### src/lwid_pkg.sv
/*
 * shared constants and carrier types for the local wake input detector.
 * assumes a 40 MHz core clock; times are given in microseconds or in 100 us ticks.
 */
package lwid_pkg;

   // ==========================================================
   // clock and time base
   localparam int CLK_KHZ = 40000;
   localparam int US_CYCLES = CLK_KHZ / 1000;
   // one tick every 100 us keeps the width counters narrow
   localparam int TICK_US = 100;
   localparam int TICK_CYCLES = TICK_US * US_CYCLES;

   // ==========================================================
   // timing constants in ticks of 100 us
   localparam int WAKE_SETTLE_US = 1000;
   localparam logic [15:0] WAKE_SETTLE_TICKS =
      16'((WAKE_SETTLE_US + TICK_US - 1) / TICK_US);
   localparam logic [15:0] REJECT_5MS_TICKS = 16'h0032;
   localparam logic [15:0] MAX_750MS_TICKS = 16'h1d4c;
   localparam logic [15:0] MAX_1000MS_TICKS = 16'h2710;
   localparam logic [15:0] MAX_1500MS_TICKS = 16'h3a98;
   localparam logic [15:0] MAX_2000MS_TICKS = 16'h4e20;
   // on-time sampling window choices, in ticks
   localparam logic [15:0] CYC_WIN_SHORT_TICKS = 16'h0001;
   localparam logic [15:0] CYC_WIN_LONG_TICKS = 16'h0005;
   // switch timer fields: period code in [7:4], on-time code in [3:0]
   localparam int TMR_PER_MSB = 7;
   localparam int TMR_PER_LSB = 4;
   localparam int TMR_ON_MSB = 3;
   localparam int TMR_ON_LSB = 0;
   // ticks per period step and per on-time step
   localparam logic [15:0] TMR_PER_STEP_TICKS = 16'h0064;
   localparam logic [15:0] TMR_ON_STEP_TICKS = 16'h0001;

   // ==========================================================
   // field encodings and reset values
   localparam logic [1:0] EDGE_BOTH = 2'h0;
   localparam logic [1:0] EDGE_RISE = 2'h1;
   localparam logic [1:0] EDGE_FALL = 2'h2;
   localparam logic [1:0] EDGE_PULSE = 2'h3;
   localparam logic [1:0] STAT_NONE = 2'h0;
   localparam logic [1:0] STAT_RISE = 2'h1;
   localparam logic [1:0] STAT_FALL = 2'h2;
   localparam logic [1:0] REJECT_RESET = 2'h1;

   // ==========================================================
   // device operating modes
   typedef enum logic [5:0] {
      LWID_MODE_SLEEP = 6'h01,
      LWID_MODE_STANDBY = 6'h02,
      LWID_MODE_FAILSAFE = 6'h04,
      LWID_MODE_NORMAL = 6'h08,
      LWID_MODE_FAST = 6'h10,
      LWID_MODE_RESTART = 6'h20
   } lwid_mode_t;

   // configuration carried as one bundle
   typedef struct packed {
      logic [1:0] edge_sel;
      logic [1:0] reject_sel;
      logic [1:0] max_sel;
      logic pulse_upper_limit_disable;
      logic pulse_polarity;
      logic cyclic_enable;
      logic cyclic_timer_sel;
      logic cyclic_window_long;
      logic [7:0] timer1;
      logic [7:0] timer2;
      logic serial_control;
   } lwid_cfg_t;

   // supply and enable qualifiers for the standby move
   typedef struct packed {
      logic regulator_ok;
      logic reset_release_done;
      logic enable_qualified;
   } lwid_qual_t;

endpackage : lwid_pkg

### src/lwid_sync.sv
/*
 * three-flop input synchroniser with agreement filter.
 * assumes the input is asynchronous to clk_i.
 */
`timescale 1ns/10ps
`default_nettype none
module lwid_sync (
   input wire logic clk_i,
   input wire logic rstn_i,
   input wire logic async_i,
   output logic level_o
);
   logic s1_reg;
   logic s2_reg;
   logic s3_reg;
   logic level_next;

   // the level only moves once stages two and three agree
   assign level_next = (s2_reg == s3_reg) ? s3_reg : level_o;

   always_ff @(posedge clk_i) begin
      if (!rstn_i) begin
         s1_reg <= 1'b0;
         s2_reg <= 1'b0;
         s3_reg <= 1'b0;
         level_o <= 1'b0;
      end else begin
         s1_reg <= async_i;
         s2_reg <= s1_reg;
         s3_reg <= s2_reg;
         level_o <= level_next;
      end
   end
endmodule : lwid_sync
`default_nettype wire

### src/lwid_tick.sv
/*
 * free running divider giving a one-cycle tick every period.
 * assumes a single clock domain.
 */
`timescale 1ns/10ps
`default_nettype none
module lwid_tick #(
   parameter int PERIOD = 4000
) (
   input wire logic clk_i,
   input wire logic rstn_i,
   output logic tick_o
);
   localparam logic [15:0] LAST = 16'(PERIOD - 1);
   logic [15:0] cnt_reg;
   logic [15:0] cnt_next;
   logic wrap;

   assign wrap = (cnt_reg == LAST);
   assign cnt_next = wrap ? 16'h0000 : cnt_reg + 16'h0001;

   always_ff @(posedge clk_i) begin
      if (!rstn_i) begin
         cnt_reg <= 16'h0000;
         tick_o <= 1'b0;
      end else begin
         cnt_reg <= cnt_next;
         tick_o <= wrap;
      end
   end
endmodule : lwid_tick
`default_nettype wire

### src/lwid_detector.sv
/*
 * local wake input detector: static edge, pulse, filtered and
 * cyclic-sense wake qualification, sticky edge status.
 * assumes the mode input comes from the device mode controller on clk_i,
 * the wake input is an asynchronous comparator output, and software
 * clears status by a one-cycle write strobe.
 */
`timescale 1ns/10ps
`default_nettype none
module lwid_detector #(
   // clock cycles per tick; every width and period scales with it
   parameter int TICK_PERIOD = lwid_pkg::TICK_CYCLES
) (
   input wire logic clk_i,
   input wire logic rstn_i,
   input wire logic wake_i,
   input wire lwid_pkg::lwid_mode_t mode_i,
   input wire lwid_pkg::lwid_cfg_t cfg_i,
   input wire lwid_pkg::lwid_qual_t qual_i,
   input wire logic stat_write_i,
   input wire logic [1:0] stat_wdata_i,
   output logic local_wakeup_event_o,
   output logic restart_req_o,
   output logic standby_req_o,
   output logic inhibit_out_o,
   output logic interrupt_o,
   output logic rxd_low_o,
   output logic high_side_switch_out_o,
   output logic sense_power_o,
   output logic cyclic_active_o,
   output logic [1:0] wake_stat_o
);

   // ==========================================================
   // synchronisation and time base
   logic wake_s;
   logic tick;

   lwid_sync u_sync (
      .clk_i(clk_i),
      .rstn_i(rstn_i),
      .async_i(wake_i),
      .level_o(wake_s)
   );

   lwid_tick #(
      .PERIOD(TICK_PERIOD)
   ) u_tick (
      .clk_i(clk_i),
      .rstn_i(rstn_i),
      .tick_o(tick)
   );

   // ==========================================================
   // mode decode
   logic armed;
   logic in_sleep;
   logic in_standby;
   logic in_failsafe;
   logic mode_changed;
   lwid_pkg::lwid_mode_t mode_reg;

   assign in_sleep = (mode_i == lwid_pkg::LWID_MODE_SLEEP);
   assign in_standby = (mode_i == lwid_pkg::LWID_MODE_STANDBY);
   assign in_failsafe = (mode_i == lwid_pkg::LWID_MODE_FAILSAFE);
   assign armed = in_sleep | in_standby | in_failsafe;
   // mode_reg resets to restart, so leaving reset reads as an entry
   assign mode_changed = (mode_i != mode_reg);

   // ==========================================================
   // width thresholds
   logic [15:0] reject_ticks;
   logic [15:0] min_ticks;
   logic [15:0] max_ticks;

   // reject doubles per step; minimum is twice the reject width
   assign reject_ticks =
      lwid_pkg::REJECT_5MS_TICKS << cfg_i.reject_sel;
   assign min_ticks = reject_ticks << 1;

   always_comb begin
      unique case (cfg_i.max_sel)
         2'h0: max_ticks = lwid_pkg::MAX_750MS_TICKS;
         2'h1: max_ticks = lwid_pkg::MAX_1000MS_TICKS;
         2'h2: max_ticks = lwid_pkg::MAX_1500MS_TICKS;
         2'h3: max_ticks = lwid_pkg::MAX_2000MS_TICKS;
      endcase
   end

   // ==========================================================
   // static path: settle, edge and width measurement
   logic prev_reg;
   logic settled_reg;
   logic [15:0] settle_reg;
   logic [15:0] width_reg;
   logic in_pulse_reg;
   logic rise;
   logic fall;
   logic active_lvl;
   logic edge_ok;
   logic pulse_start;
   logic pulse_end;
   logic width_valid;
   logic static_wake;
   logic filter_wake;
   logic pulse_mode;
   logic cyc_sel;

   // fail-safe has the switch off, so sensing is static there
   assign cyc_sel = cfg_i.cyclic_enable & cfg_i.serial_control
                  & ~in_failsafe;
   assign rise = wake_s & ~prev_reg;
   assign fall = ~wake_s & prev_reg;
   assign pulse_mode = (cfg_i.edge_sel == lwid_pkg::EDGE_PULSE);
   // polarity 0 means low-high-low, so the pulse level is high
   assign active_lvl = ~cfg_i.pulse_polarity;
   assign pulse_start = active_lvl ? rise : fall;
   assign pulse_end = active_lvl ? fall : rise;

   always_comb begin
      unique case (cfg_i.edge_sel)
         lwid_pkg::EDGE_BOTH: edge_ok = rise | fall;
         lwid_pkg::EDGE_RISE: edge_ok = rise;
         lwid_pkg::EDGE_FALL: edge_ok = fall;
         lwid_pkg::EDGE_PULSE: edge_ok = 1'b0;
      endcase
   end

   // a pulse counts when it ends between minimum and maximum width
   assign width_valid = in_pulse_reg & pulse_end
                      & (width_reg >= min_ticks)
                      & (cfg_i.pulse_upper_limit_disable
                         | (width_reg <= max_ticks));
   // filtered: accept as soon as the active level exceeds minimum
   assign filter_wake = pulse_mode & cfg_i.pulse_upper_limit_disable
                      & in_pulse_reg & (width_reg > min_ticks)
                      & tick;

   logic edge_pend_reg;
   logic edge_wake;
   // the level after the edge must outlast the reject width
   assign edge_wake = edge_pend_reg & tick
                    & (width_reg >= reject_ticks);

   assign static_wake = settled_reg & ~cyc_sel
      & (edge_wake
         | (pulse_mode & ~cfg_i.pulse_upper_limit_disable
            & width_valid)
         | filter_wake);

   always_ff @(posedge clk_i) begin
      if (!rstn_i) begin
         prev_reg <= 1'b0;
         settled_reg <= 1'b0;
         settle_reg <= 16'h0000;
         width_reg <= 16'h0000;
         in_pulse_reg <= 1'b0;
         edge_pend_reg <= 1'b0;
      end else begin
         prev_reg <= wake_s;
         // any change restarts the settle count on mode entry
         if (mode_changed || rise || fall) begin
            settle_reg <= 16'h0000;
         end else if (tick && !settled_reg) begin
            settle_reg <= settle_reg + 16'h0001;
         end
         if (mode_changed && !armed) begin
            settled_reg <= 1'b0;
         end else if (mode_changed) begin
            settled_reg <= 1'b0;
         end else if (settle_reg >= lwid_pkg::WAKE_SETTLE_TICKS) begin
            settled_reg <= 1'b1;
         end
         if (rise || fall) begin
            width_reg <= 16'h0000;
         end else if (tick && width_reg != 16'hffff) begin
            width_reg <= width_reg + 16'h0001;
         end
         // a pulse under way at entry, or begun unsettled, is not
         // measured; it would be timed from the wrong start
         if (mode_changed) begin
            in_pulse_reg <= 1'b0;
         end else if (pulse_start && settled_reg) begin
            in_pulse_reg <= 1'b1;
         end else if (pulse_end || filter_wake) begin
            in_pulse_reg <= 1'b0;
         end
         // an edge from before entry or while disarmed is void
         if (mode_changed || !armed) begin
            edge_pend_reg <= 1'b0;
         end else if (edge_ok && settled_reg) begin
            edge_pend_reg <= 1'b1;
         end else if (rise || fall || edge_wake) begin
            edge_pend_reg <= 1'b0; // short glitch dropped
         end
      end
   end

   // ==========================================================
   // cyclic sensing: switch strobe and sample compare
   logic [7:0] tmr;
   logic [15:0] per_ticks;
   logic [15:0] on_ticks;
   logic [15:0] win_ticks;
   logic [15:0] cyc_cnt_reg;
   logic ref_valid_reg;
   logic ref_reg;
   logic sample_now;
   logic cyc_change;
   logic hss_on;

   assign tmr = cfg_i.cyclic_timer_sel ? cfg_i.timer2 : cfg_i.timer1;
   assign per_ticks = 16'(({8'h00, 4'h0, tmr[lwid_pkg::TMR_PER_MSB:
      lwid_pkg::TMR_PER_LSB]} + 16'h0001)
      * lwid_pkg::TMR_PER_STEP_TICKS);
   assign on_ticks = 16'(({8'h00, 4'h0, tmr[lwid_pkg::TMR_ON_MSB:
      lwid_pkg::TMR_ON_LSB]} + 16'h0001)
      * lwid_pkg::TMR_ON_STEP_TICKS);
   assign win_ticks = cfg_i.cyclic_window_long
                    ? lwid_pkg::CYC_WIN_LONG_TICKS
                    : lwid_pkg::CYC_WIN_SHORT_TICKS;
   assign hss_on = cyc_sel & (in_sleep | in_standby)
                 & (cyc_cnt_reg < on_ticks);
   // the first window after entry may be cut short by the tick phase;
   // that sample only becomes the reference, so no false wake follows
   // sample at the end of the window, clipped to the on time
   assign sample_now = hss_on & tick
      & ((cyc_cnt_reg + 16'h0001 == win_ticks)
         | (cyc_cnt_reg + 16'h0001 == on_ticks)
           & (win_ticks > on_ticks));
   assign cyc_change = sample_now & ref_valid_reg
                     & (wake_s != ref_reg);

   always_ff @(posedge clk_i) begin
      if (!rstn_i) begin
         cyc_cnt_reg <= 16'h0000;
         ref_valid_reg <= 1'b0;
         ref_reg <= 1'b0;
      end else begin
         if (mode_changed || !cyc_sel) begin
            cyc_cnt_reg <= 16'h0000;
            ref_valid_reg <= 1'b0;
         end else if (tick) begin
            cyc_cnt_reg <= (cyc_cnt_reg + 16'h0001 >= per_ticks)
                         ? 16'h0000 : cyc_cnt_reg + 16'h0001;
         end
         if (sample_now && !mode_changed) begin
            ref_reg <= wake_s;
            ref_valid_reg <= 1'b1; // first sample is only reference
         end
      end
   end

   // ==========================================================
   // outputs and status
   logic wake_ev;
   logic [1:0] stat_next;
   logic std_pending_reg;
   logic std_ok;

   assign wake_ev = armed & (static_wake
      | (cyc_change & in_sleep));
   // a new edge beats a clear in the same cycle
   assign stat_next = (armed && rise) ? lwid_pkg::STAT_RISE
                    : (armed && fall) ? lwid_pkg::STAT_FALL
                    : (stat_write_i && stat_wdata_i == 2'h0)
                      ? lwid_pkg::STAT_NONE : wake_stat_o;
   // pin control also needs the enable pin qualified
   assign std_ok = qual_i.regulator_ok & qual_i.reset_release_done
      & (cfg_i.serial_control | qual_i.enable_qualified);

   always_ff @(posedge clk_i) begin
      if (!rstn_i) begin
         local_wakeup_event_o <= 1'b0;
         restart_req_o <= 1'b0;
         standby_req_o <= 1'b0;
         inhibit_out_o <= 1'b0;
         interrupt_o <= 1'b0;
         rxd_low_o <= 1'b0;
         high_side_switch_out_o <= 1'b0;
         sense_power_o <= 1'b1;
         cyclic_active_o <= 1'b0;
         wake_stat_o <= lwid_pkg::STAT_NONE;
         mode_reg <= lwid_pkg::LWID_MODE_RESTART;
         std_pending_reg <= 1'b0;
      end else begin
         mode_reg <= mode_i;
         // status stays clear at power-up while the pull-down holds the pin low
         wake_stat_o <= stat_next;
         local_wakeup_event_o <= wake_ev;
         restart_req_o <= wake_ev & ~in_standby;
         interrupt_o <= cyc_change & in_standby;
         if (cyc_change && in_standby) begin
            rxd_low_o <= 1'b1;
         end else if (!armed) begin
            rxd_low_o <= 1'b0;
         end
         if (filter_wake && armed) begin
            inhibit_out_o <= 1'b1;
         end else if (!armed) begin
            inhibit_out_o <= 1'b0;
         end
         if (wake_ev) begin
            std_pending_reg <= 1'b1;
         end else if (standby_req_o) begin
            std_pending_reg <= 1'b0;
         end
         standby_req_o <= std_pending_reg & std_ok & ~standby_req_o;
         high_side_switch_out_o <= hss_on;
         // sense circuit only powered during on time in cyclic sleep
         sense_power_o <= ~(cyc_sel & in_sleep) | hss_on;
         cyclic_active_o <= cyc_sel;
      end
   end

endmodule : lwid_detector
`default_nettype wire

### config.mk
export PLATFORM = sky130hd
export DESIGN_NAME = lwid_detector
export DESIGN_NICKNAME = d
export VERILOG_FILES = /design/src/lwid_pkg.sv /design/src/lwid_sync.sv /design/src/lwid_tick.sv /design/src/lwid_detector.sv
export SDC_FILE = /design/constraint.sdc
export NUM_CORES = 1
export LEC_CHECK = 0
export ABC_AREA = 1
export BUFFER_PORTS_ARGS = -buffer_cell sky130_fd_sc_hd__buf_2
export CAP_MARGIN = 20
export CORE_ASPECT_RATIO = 1.5
export CORE_MARGIN = 1
export CORE_UTILIZATION = 55
export CTS_CLUSTER_DIAMETER = 150
export DETAILED_ROUTE_END_ITERATION = 7
export HOLD_SLACK_MARGIN = 0.08
export PLACE_DENSITY = 0.8
export REMOVE_ABC_BUFFERS = 1
export SYNTH_ARGS = -nofsm -noshare
export SYNTH_HDL_FRONTEND = slang
export SYNTH_HIERARCHICAL = 1
export SYNTH_SLANG_ARGS = --single-unit
### constraint.sdc
create_clock -name clk_i -period 5.15 [get_ports clk_i]
set_clock_uncertainty 0.1 [all_clocks]
set_input_delay 0.7725 -clock clk_i [delete_from_list [all_inputs] [get_ports clk_i]]
set_output_delay 0.7725 -clock clk_i [all_outputs]
set_load 0.005 [all_outputs]
## Word-level counts from Yosys, hierarchy flattened

Cells that the tools add are included.

- Input bits: 43
- Register bits after elaboration: 93
- Logic and storage cells: 174
- Output and inout bits: 11

- Reductions and logical operators: 39
- $lt $le $gt $ge: 8
- Equality and inequality tests: 18
- $add $sub $neg: 6
- Mux-type cells: 21
- Shift-type cells: 1
- Bitwise logic cells: 52
- Multiply operators: 1

Operators with widths:

| kind | count |
|---|---|
| 16-bit by 1-bit adder with 16-bit output (second input constant) | 4 |
| 16-bit case mux with 4 select lines | 1 |
| 1-bit AND | 33 |
| 16-bit >= comparator | 2 |
| 16-bit by 12-bit == test with 1-bit output (second input constant) | 1 |
| 16-bit by 3-bit == test with 1-bit output | 1 |
| 16-bit by 5-bit == test with 1-bit output | 1 |
| 16-bit by 12-bit >= comparator with 1-bit output | 1 |
| 16-bit by 4-bit >= comparator with 1-bit output (second input constant) | 1 |
| 16-bit > comparator | 1 |
| 16-bit <= comparator | 1 |
| 16-bit by 5-bit less-than comparator with 1-bit output | 1 |
| 16-bit two-way mux | 1 |
| 16-bit != test (second input constant) | 1 |
| 6-bit by 2-bit left shift with 16-bit output (first input constant) | 1 |
| 1-bit two-way mux | 14 |
| 2-bit OR reduction | 7 |
| 1-bit logical AND | 11 |
| 4-bit by 1-bit adder with 5-bit output (second input constant) | 2 |
| 5-bit by 5-bit multiplier with 10-bit output (second input constant) | 1 |
| 1-bit bitwise OR | 10 |
| 2-bit nonzero test | 5 |
| 1-bit inverter | 9 |
| 2-bit == test (second input constant) | 4 |
| other kinds (18) | 32 |

## Longest topological paths before layout

Gate-level depths: netlist of the first run.

- Depth in word-level cells: 13
- Gate-level depth with buffers: 22

## Modules after synthesis

Netlist of the first run, hierarchy kept.

By module, submodules not included:

| module | area each (µm²) | cells an instance | sequential area each (µm²) | times used |
|---|---|---|---|---|
| lwid_detector | 5587.9 | 809 | 1441.4 | 1 |
| lwid_tick | 909.6 | 127 | 340.3 | 1 |
| lwid_sync | 116.4 | 13 | 80.1 | 1 |

## Worst setup path before layout of the first run

No wires, ideal clock.

- Path kind: input port to flip-flop
- From: input cfg_i[18] (netlist name)
- To: register cyc_cnt_reg[0]
- Path buffers: 2
- Stages on the path: 20
- Library setup time: 0.066 ns
- Path slack: 0.642 ns
- Data arrival time: 4.342 ns
- Required time: 4.984 ns
- Cell sequence: buf_6 -> inv_4 -> or2_2 -> o21ai_0 -> inv_1 -> ha_1 -> nand2_1 -> nor2_1 -> ha_1 -> ha_1 -> ha_1 -> ha_1 -> a21o_1 -> a21oi_1 -> xor2_1 -> ha_1 -> a211oi_1 -> nand4_2 -> buf_6 -> a21oi_2

- Cells in the longest elaborated chain, start to end: 5

Ends and longest elaborated chain:

| element | RTL line | text |
|---|---|---|
| start: declaration | lwid_detector.sv:18 | `input wire lwid_pkg::lwid_cfg_t cfg_i,` |
| 8-bit two-way mux | lwid_detector.sv:212 | `assign tmr = cfg_i.cyclic_timer_sel ? cfg_i.timer2 : cfg_i.timer1;` |
| 4-bit by 1-bit adder with 5-bit output | lwid_detector.sv:214 | `lwid_pkg::TMR_PER_LSB]} + 16'h0001)` |
| 5-bit by 5-bit multiplier with 10-bit output | lwid_detector.sv:215 | `* lwid_pkg::TMR_PER_STEP_TICKS);` |
| 16-bit by 12-bit >= comparator with 1-bit output | lwid_detector.sv:244 | `cyc_cnt_reg <= (cyc_cnt_reg + 16'h0001 >= per_ticks)` |
| 16-bit two-way mux | lwid_detector.sv:245 | `? 16'h0000 : cyc_cnt_reg + 16'h0001;` |
| end signal: assignment | lwid_detector.sv:244 |  |
| end: declaration | lwid_detector.sv:205 | `logic [15:0] cyc_cnt_reg;` |

Every way passes these cells.
A chain may end at the register's enable or synchronous reset.

## Final worst setup path of the first run

- From: input cfg_i[18] (netlist name)
- To: register cyc_cnt_reg[10]

The elaborated chain is that of the path after synthesis.

==> summary.txt, run 1 <==
Synth
  – Synth area leaders: dfxtp_1 (28%), ha_1 (15%), nand2_1 (12%)
  – Mean post-synth cell area: 6.969 sq um
  – Post-synthesis sequential area ratio: 28.15%
  – Commonest cells post-synth: nand2_1 (218), inv_1 (155), dfxtp_1 (93), nor2_1 (81), ha_1 (80)
  – Share of the synthesized area in the top cell type: 28.15%
  – Area leader, netlist: dfxtp_1
  – Synth Flop Type: dfxtp_1
  – Cell variety after synth: 49
  – Post-synth ARST share: 0%
  – Yosys warns: 6
  – EDFF count, synth: 0
  – Synth Register Bits: 93
  – Synth Cell Area: 6614 sq um
  – Count leader, synth: nand2_1
  – Mapped Cells: 949

STA
  – Max-slew headroom: 46.75%
  – Final hold viol count: 0
  – Setup TNS: 0 ps
  – Unrepaired setup endpoints after global routing: false
  – Minimum period implied by the final worst setup slack: 4554 ps
  – Worst Tran Pin Value: 795.8 ps
  – Final worst slack: 596.2 ps
  – Period utilization: 88.42%
  – WHS: 316.8 ps
  – Fmax: 219.6 MHz
  – Pins over their slew limit: 0
  – Setup-failing EPs final: 0

CTS
  – CTS tree: built
  – # hold bufs at CTS: 0
  – Post-cts resize count: 0
  – CTS Root Cell: clkbuf_16
  – Max Buffers Root-to-Sink: 2
  – Setup bufs post-CTS: 0
  – Clock slew at reported path FFs: 70 ps
  – CTS H-tree lvls: 3
  – Total CTS buffers: 9
  – Worst skew pair latency: 340 ps
  – Sink Count: 93

Worst setup path
  – CP Capture Type: flop
  – Setup CP Type: in2reg
  – Crit path DAT: 4720 ps
  – Crit start category: input port
  – Worst R2R Start: cyc_cnt_reg[1]$_SDFFE_PP0P_
  – Critical Path RT: 5320 ps
  – CP Max Fanout: 12
  – Worst setup path startpoint: cfg_i[18]

Die
  – Initial Util: 57.06%
  – Rows: 48
  – IO Pins: 54
  – Die Width: 91.54 um
  – Core ar.: 11590 sq um
  – Die area: 12480 sq um
  – Die H: 136.3 um

Pwr
  – Maximum VDD drop: 173.0 uV
  – Final Power: 0.001609 W
  – Switch share: 25.96%
  – Switching Power: 0.0004175 W
  – Int Power: 0.001191 W
  – Combinational share of power: 13.3%
  – PwrDens: 220.6 nW/um^2
  – Power share of the sequential group: 45.3%
  – Clock network fraction of design power: 41.5%
  – Leak: 3.478 nW

Finish
  – Nets: 1128
  – Area Growth Syn to Fin: 10.27%
  – # fillers: 1084
  – Share of cells above drive strength 1: 13.08%
  – # diodes: 0
  – Layout Cells excl Fill: 1159

Drt
  – Antenna-violating nets left: 0
  – Routed vias: 6030
  – Initial DRC count: 323
  – Via density: 5.203
  – Drt wl/cell: 11.81 um
  – Routed wire length: 13.69 mm
  – Drt first pass iters: 5
  – DRC viols: 0

Placement
  – Placed cell count: 1143
  – HPWL after DPL: 10.77 mm
  – Post-place setup slack: 256.2 ps
  – Routability cong.: 0.8581
  – # port buffers: 53

Worst hold path
  – Worst min path class: reg2reg
  – Worst hold start: u_sync/s1_reg$_SDFF_PN0_

Global route
  – Remaining global-route overflow: 0
  – Global-route wire length before repair: 23.89 mm
  – Number of global-route vias before repair: 5608
  – GRT Overall Usage: 23.46%
  – Initial antenna violation count: 0
  – Largest net degree at the start of global routing: 24

Outcome
  – Status: finished, final reports clean

Run
  – Maxcap violations: 0
[worst max-delay path: stages]
cell and delay (ps):
buf_2 210, inv_4 70, or2_2 270, o21ai_0 110, inv_1 120, ha_1 260
nand2_1 80, nor2_1 70, ha_1 320, ha_1 300, ha_1 300, ha_1 340
a21o_1 200, a21oi_1 150, xor2_1 170, ha_1 260, a211oi_1 260, nand4_2 130
buf_4 210, o21ai_0 140
[power by group through the flow]
stage,sequential [W],clock (W),combinational (W)
5_1_grt,0.000728,0.000715,0.000249
4_1_cts,0.000728,0.000678,0.000216
3_3_place_gp,0.000744,0,0.000208
6_report,0.000728,0.000667,0.000213
2_1_floorplan,0.000744,0,0.000154
3_5_place_dp,0.000744,0,0.000215
[cell usage in the layout, fill, tap and decap left out, types with 3 or more instances in the layout]
cell       Yosys  final
nand3b_1       3      3
buf_2          3     53
nor2_2        15     15
nor2_1        81     81
a21oi_1       54     54
ha_1          80     80
o21bai_1       3      3
o21a_1         6      6
nor4_1         5      5
or2_2          5      5
nand2_2        6      6
nor2_4         4      4
clkbuf_16      0      9
nand4_1       24     24
nor3b_1        4      4
dfxtp_1       93     93
xnor2_1        7      7
a21oi_2        5      5
nand2_1      218    218
nand3_1       53     53
inv_1        155    155
nor3_1        20     20
xor2_1        20     20
nand3_2        6      6
inv_2          5      5
o21ai_0       34     34
o21ai_2       10     10
[area by class of cell]
| type | instances | area [sq um] | area share (%) |
|---|---|---|---|
| Inverter | 161 | 606.8 | 8.320 |
| Clock inverter | 7 | 73.82 | 1.012 |
| Tap cell | 150 | 187.7 | 2.573 |
| Clock buffer | 9 | 225.2 | 3.088 |
| Multi-Input combinational cell | 685 | 4065 | 55.74 |
| Sequential cell | 93 | 1862 | 25.53 |
| Timing Repair Buffer | 54 | 272.8 | 3.740 |
[metal layers]
metal  part of all wire, %  global-route usage (%)  routed length [um]  vias to the layer above
li1                      -                       -                   -                     3173
met1                    43                   27.33                5839                     2705
met2                    51                   43.57                7020                      128
met3                   4.1                   3.412                 561                       24
met4                   2.0                   7.760                 269                        0
met5                     0                       0                   0                        -
[path summary, 6_finish.rpt]
path / to / slack (ps) / cells past startpoint
max: cyc_cnt_reg[10]$_SDFFE_PP0P_ / 600 / 20
min reg2reg: u_sync/s2_reg$_SDFF_PN0_ / 320 / 2
max reg2reg: cyc_cnt_reg[10]$_SDFFE_PP0P_ / 2390 / 16
min: u_sync/s2_reg$_SDFF_PN0_ / 320 / 2
[cell families (layout without fill, tap and decap cells)]
group                    count (synthesis)  after routing  synth area share [%]
adder cells (fa/ha/maj)                 81             81                 15.44
buffers and inverters                  171            231                 10.39
AO/OA/AOI/OAI                          124            124                 11.05
flip-flops                              93             93                 28.15
AND/OR/NAND/NOR                        452            452                 31.25
multiplexers                             1              1                0.1513
XOR/XNOR                                27             27                 3.576
[stage by stage]
stage	area (sq um)	util (%)
2_1_floorplan	6534	-
3_3_place_gp	6994	60.34
3_5_place_dp	6994	60.34
4_1_cts	7293	62.92
5_1_grt	7293	62.92
6_report	7293	62.92
Power figures use the tool's default switching activity.
==> inputs of run 2 (changes only) <==
BUFFER_PORTS_ARGS = -buffer_cell sky130_fd_sc_hd__buf_4   (was -buffer_cell sky130_fd_sc_hd__buf_2)
==> summary.txt, run 2 (same netlist as run 1, synthesis figures left out) <==
STA
  – Pins over their slew limit: 0 (unchanged)
  – Final hold viol count: 0 (unchanged)
  – Setup TNS: 0 ps (unchanged)
  – Worst Tran Pin Value: 741.0 ps (-54.80 ps)
  – Minimum period implied by the final worst setup slack: 4522 ps (-31.71 ps)
  – Setup-failing EPs final: 0 (unchanged)
  – Unrepaired setup endpoints after global routing: false
  – Fmax: 221.1 MHz (+0.70%)
  – Max-slew headroom: 50.42% (+3.7 points)
  – Period utilization: 87.81% (-0.62 points)

CTS
  – Post-cts resize count: 0 (unchanged)
  – CTS tree: built
  – Setup bufs post-CTS: 0 (unchanged)
  – Clock slew at reported path FFs: 60 ps (about the same)
  – CTS Root Cell: clkbuf_16
  – Worst skew pair latency: 340 ps (about the same)
  – Total CTS buffers: 9 (unchanged)
  – CTS H-tree lvls: 3 (unchanged)
  – Max Buffers Root-to-Sink: 2 (unchanged)
  – Sink Count: 93 (unchanged)
  – # hold bufs at CTS: 0 (unchanged)

Finish
  – Layout Cells excl Fill: 1159 (unchanged)
  – Nets: 1128 (unchanged)
  – Area of the multi-input gates: 4065 sq um (unchanged)
  – Post-route cell area: 7395 sq um (+1.4%)
  – # diodes: 0 (unchanged)
  – Most common library cell in the layout ignoring fill and taps: nand2_1
  – Most frequent cells in the layout: nand2_1 (218), inv_1 (155), dfxtp_1 (93)
  – Core Util, Final: 63.80% (+0.87 points)
  – # fillers: 1070 (-1.3%)
  – Area Growth Syn to Fin: 11.80%
  – Register area: 1862 sq um (unchanged)
  – Share of cells above drive strength 1: 12.98% (-0.099 points)

Worst setup path
  – Crit path DAT: 4690 ps (-30 ps)
  – Setup CP Type: in2reg
  – Critical Path RT: 5310 ps (about the same)
  – CP Max Fanout: 12 (unchanged)
  – Worst setup path startpoint: cfg_i[18]
  – Worst R2R Start: cyc_cnt_reg[1]$_SDFFE_PP0P_
  – Crit start category: input port
  – CP Capture Type: flop

Placement
  – # port buffers: 53 (unchanged)
  – Post-DP Area: 7127 sq um (+1.9%)
  – HPWL after DPL: 11.15 mm (+3.5%)
  – Routability cong.: 0.8429 (-1.8%)
  – Placed cell count: 1143 (unchanged)

Pwr
  – Leak: 3.498 nW (+0.58%)
  – Maximum VDD drop: 177.4 uV (+2.5%)
  – Final Power: 0.001570 W (-2.4%)
  – PwrDens: 212.3 nW/um^2 (-3.8%)

Die
  – Die Width: 91.54 um (unchanged)
  – Die H: 136.3 um (unchanged)
  – Rows: 48 (unchanged)
  – IO Pins: 54 (unchanged)
  – Core ar.: 11590 sq um (unchanged)
  – Initial Util: 57.06% (unchanged)
  – Die area: 12480 sq um (unchanged)

Drt
  – Routed wire length: 14.10 mm (+3.0%)
  – DRC viols: 0 (unchanged)
  – Drt first pass iters: 5 (unchanged)
  – Drt wl/cell: 12.16 um (+3.0%)
  – Routed vias: 6135 (+1.7%)
  – Via density: 5.293 (+1.7%)
  – Antenna-violating nets left: 0 (unchanged)
  – Initial DRC count: 301 (-6.8%)

Global route
  – Initial antenna violation count: 0 (unchanged)
  – GRT Overall Usage: 23.86% (+0.39 points)
  – Global-route wire length before repair: 24.18 mm (+1.2%)
  – Number of global-route vias before repair: 5751 (+2.5%)
  – Largest net degree at the start of global routing: 24 (unchanged)
  – Remaining global-route overflow: 0 (unchanged)

Worst hold path
  – Worst hold start: u_sync/s1_reg$_SDFF_PN0_
  – Worst min path class: reg2reg

Outcome
  – Status: finished, final reports clean

Run
  – Maxcap violations: 0 (unchanged)
==> run 2: layer usage <==
metal / global-route usage (%) / routed length [um] / vias up
li1: - / - / 3174
met1: 27.25 / 5985 / 2806
met2: 44.32 / 7257 / 124
met3: 2.796 / 488 / 31
met4: 10.23 / 364 / 0
met5: 0 / 0 / -
==> run 2: stage by stage <==
step	hold WS (ps)	setup slack, ps
finish	315.8	627.9
CTS	319.2	621.4
floorplan	290.0	601.2
detailed placement	303.8	279.9
global route	355.6	358.0
global placement	292.8	377.8
==> run 2: path summary, 6_finish.rpt <==
check | slack (ps) | cells past startpoint | to
worst max-delay path | 630 | 20 | cyc_cnt_reg[9]$_SDFFE_PP0P_
worst min-delay path | 320 | 2 | u_sync/s2_reg$_SDFF_PN0_
worst max register to register | 2300 | 16 | cyc_cnt_reg[9]$_SDFFE_PP0P_
worst min register to register | 320 | 2 | u_sync/s2_reg$_SDFF_PN0_
==> run 2: area by class of cell <==
type                       count  share of cell area, %
timing repair buffer          54                  5.482
sequential                    93                  25.18
clock inverter                 6                 0.5245
clock buffer                  10                  3.096
tap                          150                  2.538
inverter                     161                  8.206
multi-input combinational    685                  54.97
==> run 2: worst max-delay path, cell delays in order <==
cell	delay (ps)
buf_4	160
inv_4	70
or2_2	260
o21ai_0	110
inv_1	120
ha_1	260
nand2_1	80
nor2_1	70
ha_1	320
ha_1	300
ha_1	300
ha_1	340
a21o_1	200
a21oi_1	150
xor2_1	170
ha_1	250
a211oi_1	250
nand4_2	120
buf_4	200
o21ai_0	160
==> run 2: where the power goes <==
part | total (W) | leakage, nW | internal (W) | switching (W)
sequential | 0.000728 | 0.752 | 0.000725 | 0.00000337
clock | 0.000613 | 0.129 | 0.000327 | 0.000286
combinational | 0.000229 | 2.62 | 0.0000990 | 0.000130
==> inputs of run 3 (changes only) <==
CTS_BUF_LIST = sky130_fd_sc_hd__clkbuf_16   (was unset)
==> summary.txt, run 3 (same netlist as run 1, synthesis figures left out) <==
Finish
  – # diodes: 0 (unchanged)
  – Area Growth Syn to Fin: 11.80% (unchanged)
  – Layout Cells excl Fill: 1159 (unchanged)
  – Most frequent cells in the layout: nand2_1 (218), inv_1 (156), dfxtp_1 (93)
  – Post-route cell area: 7395 sq um (unchanged)
  – Most common library cell in the layout ignoring fill and taps: nand2_1
  – Share of cells above drive strength 1: 12.98% (unchanged)
  – Nets: 1128 (unchanged)
  – # fillers: 1070 (unchanged)

Die
  – Die Width: 91.54 um (unchanged)
  – Rows: 48 (unchanged)
  – Die area: 12480 sq um (unchanged)
  – Die H: 136.3 um (unchanged)
  – IO Pins: 54 (unchanged)
  – Initial Util: 57.06% (unchanged)
  – Core ar.: 11590 sq um (unchanged)

Worst hold path
  – Worst min path class: reg2reg
  – Hold EP: u_sync/s2_reg$_SDFF_PN0_
  – Worst hold start: u_sync/s1_reg$_SDFF_PN0_
  – Hold Crit Depth: 2 (unchanged)

Worst setup path
  – CP Capture Type: flop
  – Crit path DAT: 4690 ps (about the same)
  – Critical path buffers and inverters: 4 (unchanged)
  – CP cell instances: buf_4 > inv_4 > or2_2 > o21ai_0 > inv_1 > ha_1 > nand2_1 > nor2_1 > ha_1 > ha_1 > ha_1 > ha_1 > a21o_1 > a21oi_1 > xor2_1 > ha_1 > a211oi_1 > nand4_2 > buf_4 > o21ai_0
  – R2R depth: 16 (unchanged)
  – Worst R2R Start: cyc_cnt_reg[1]$_SDFFE_PP0P_
  – Crit start category: input port
  – CP Max Fanout: 12 (unchanged)
  – RR Endpoint: cyc_cnt_reg[9]$_SDFFE_PP0P_
  – Slowest-stage cell, CP: ha_1
  – Setup CP Type: in2reg
  – Cell mode on critical path: ha_1
  – Cell family with most CP delay: adder cells
  – Internal reg-to-reg setup slack: 2300 ps (about the same)
  – Critical Path RT: 5310 ps (about the same)
  – CP max stage delay: 340 ps (about the same)

Placement
  – HPWL after DPL: 11.15 mm (unchanged)
  – # port buffers: 53 (unchanged)
  – Routability cong.: 0.8429 (unchanged)
  – Post-DP Area: 7127 sq um (unchanged)
  – Placed cell count: 1143 (unchanged)

CTS
  – CTS H-tree lvls: 3 (unchanged)
  – CTS tree: built
  – CTS Root Cell: clkbuf_16
  – Clock slew at reported path FFs: 60 ps (about the same)
  – # hold bufs at CTS: 0 (unchanged)
  – Post-cts resize count: 0 (unchanged)
  – Total CTS buffers: 9 (unchanged)
  – Worst skew pair latency: 340 ps (about the same)
  – Sink Count: 93 (unchanged)
  – Max Buffers Root-to-Sink: 2 (unchanged)
  – Setup bufs post-CTS: 0 (unchanged)

Drt
  – DRC viols: 0 (unchanged)
  – Drt wl/cell: 12.15 um (about the same)
  – Drt first pass iters: 5 (unchanged)
  – Initial DRC count: 301 (unchanged)
  – Antenna-violating nets left: 0 (unchanged)
  – Routed wire length: 14.09 mm (about the same)
  – Via density: 5.289 (about the same)
  – Routed vias: 6130 (-0.081%)

STA
  – Setup TNS: 0 ps (unchanged)
  – Worst Tran Pin Value: 741.0 ps (+0.00005960 ps)
  – Setup-failing EPs final: 0 (unchanged)
  – Max-slew headroom: 50.42% (unchanged)
  – Fmax: 221.1 MHz (about the same)
  – Pins over their slew limit: 0 (unchanged)
  – Unrepaired setup endpoints after global routing: false
  – Minimum period implied by the final worst setup slack: 4522 ps (-0.1760 ps)
  – Final hold viol count: 0 (unchanged)
  – Period utilization: 87.80% (about the same)

Global route
  – Global-route wire length before repair: 24.18 mm (unchanged)
  – Largest net degree at the start of global routing: 24 (unchanged)
  – Initial antenna violation count: 0 (unchanged)
  – Number of global-route vias before repair: 5751 (unchanged)
  – Remaining global-route overflow: 0 (unchanged)
  – GRT Overall Usage: 23.86% (unchanged)

Outcome
  – Status: finished, final reports clean

Pwr
  – Final Power: 0.001567 W (-0.18%)
  – PwrDens: 211.9 nW/um^2 (-0.18%)
  – Leak: 3.502 nW (+0.12%)
  – Maximum VDD drop: 177.3 uV (about the same)

Run
  – Maxcap violations: 0 (unchanged)
-- run 3: tightest hold or removal path, delay by kind of cell, from the launching register on --
kind	cells	cell delay (ps)
buffers and inverters	1	40
flip-flops	1	300
AND/OR/NAND/NOR	1	50
-- run 3: where the power goes --
group,internal (W),switching [W]
Sequential,0.000725,0.00000336
Combinational,0.0000990,0.000130
Clock,0.000325,0.000285
-- run 3: metal layers --
metal / track usage [%] / share of wire (%) / vias up
li1: - / - / 3173
met1: 27.25 / 42 / 2806
met2: 44.32 / 52 / 122
met3: 2.796 / 3.5 / 29
met4: 10.23 / 2.5 / 0
met5: 0 / 0 / -
-- run 3: how the worst max path moves through the flow --
| stage | from | endpoint | slack [ps] | cells past startpoint |
|---|---|---|---|---|
| final | cfg_i[18] | cyc_cnt_reg[9]$_SDFFE_PP0P_ | 630 | 20 |
| after global routing | cfg_i[18] | cyc_cnt_reg[9]$_SDFFE_PP0P_ | 360 | 20 |
| after CTS | cfg_i[18] | cyc_cnt_reg[9]$_SDFFE_PP0P_ | 620 | 20 |
| after detailed placement | cfg_i[18] | cyc_cnt_reg[9]$_SDFFE_PP0P_ | 280 | 20 |
| after global placement | cfg_i[18] | cyc_cnt_reg[10]$_SDFFE_PP0P_ | 380 | 20 |
| after floorplan | cfg_i[18] | cyc_cnt_reg[10]$_SDFFE_PP0P_ | 600 | 18 |
-- run 3: metrics by stage --
stage | utilization, % | setup slack, ps | hold WS [ps]
floorplan | - | 601.2 | 290.0
global placement | 61.49 | 377.8 | 292.8
detailed placement | 61.49 | 279.9 | 303.8
CTS | 63.80 | 621.4 | 319.2
global route | 63.80 | 358.0 | 355.6
finish | 63.80 | 628.1 | 315.8
-- run 3: final cells by class --
type | instances | area (sq um) | share of cell area (%)
timing repair buffer | 54 | 405.4 | 5.482
multi-input combinational | 685 | 4065 | 54.97
sequential | 93 | 1862 | 25.18
tap | 150 | 187.7 | 2.538
clock inverter | 7 | 42.54 | 0.5753
inverter | 161 | 606.8 | 8.206
clock buffer | 9 | 225.2 | 3.046
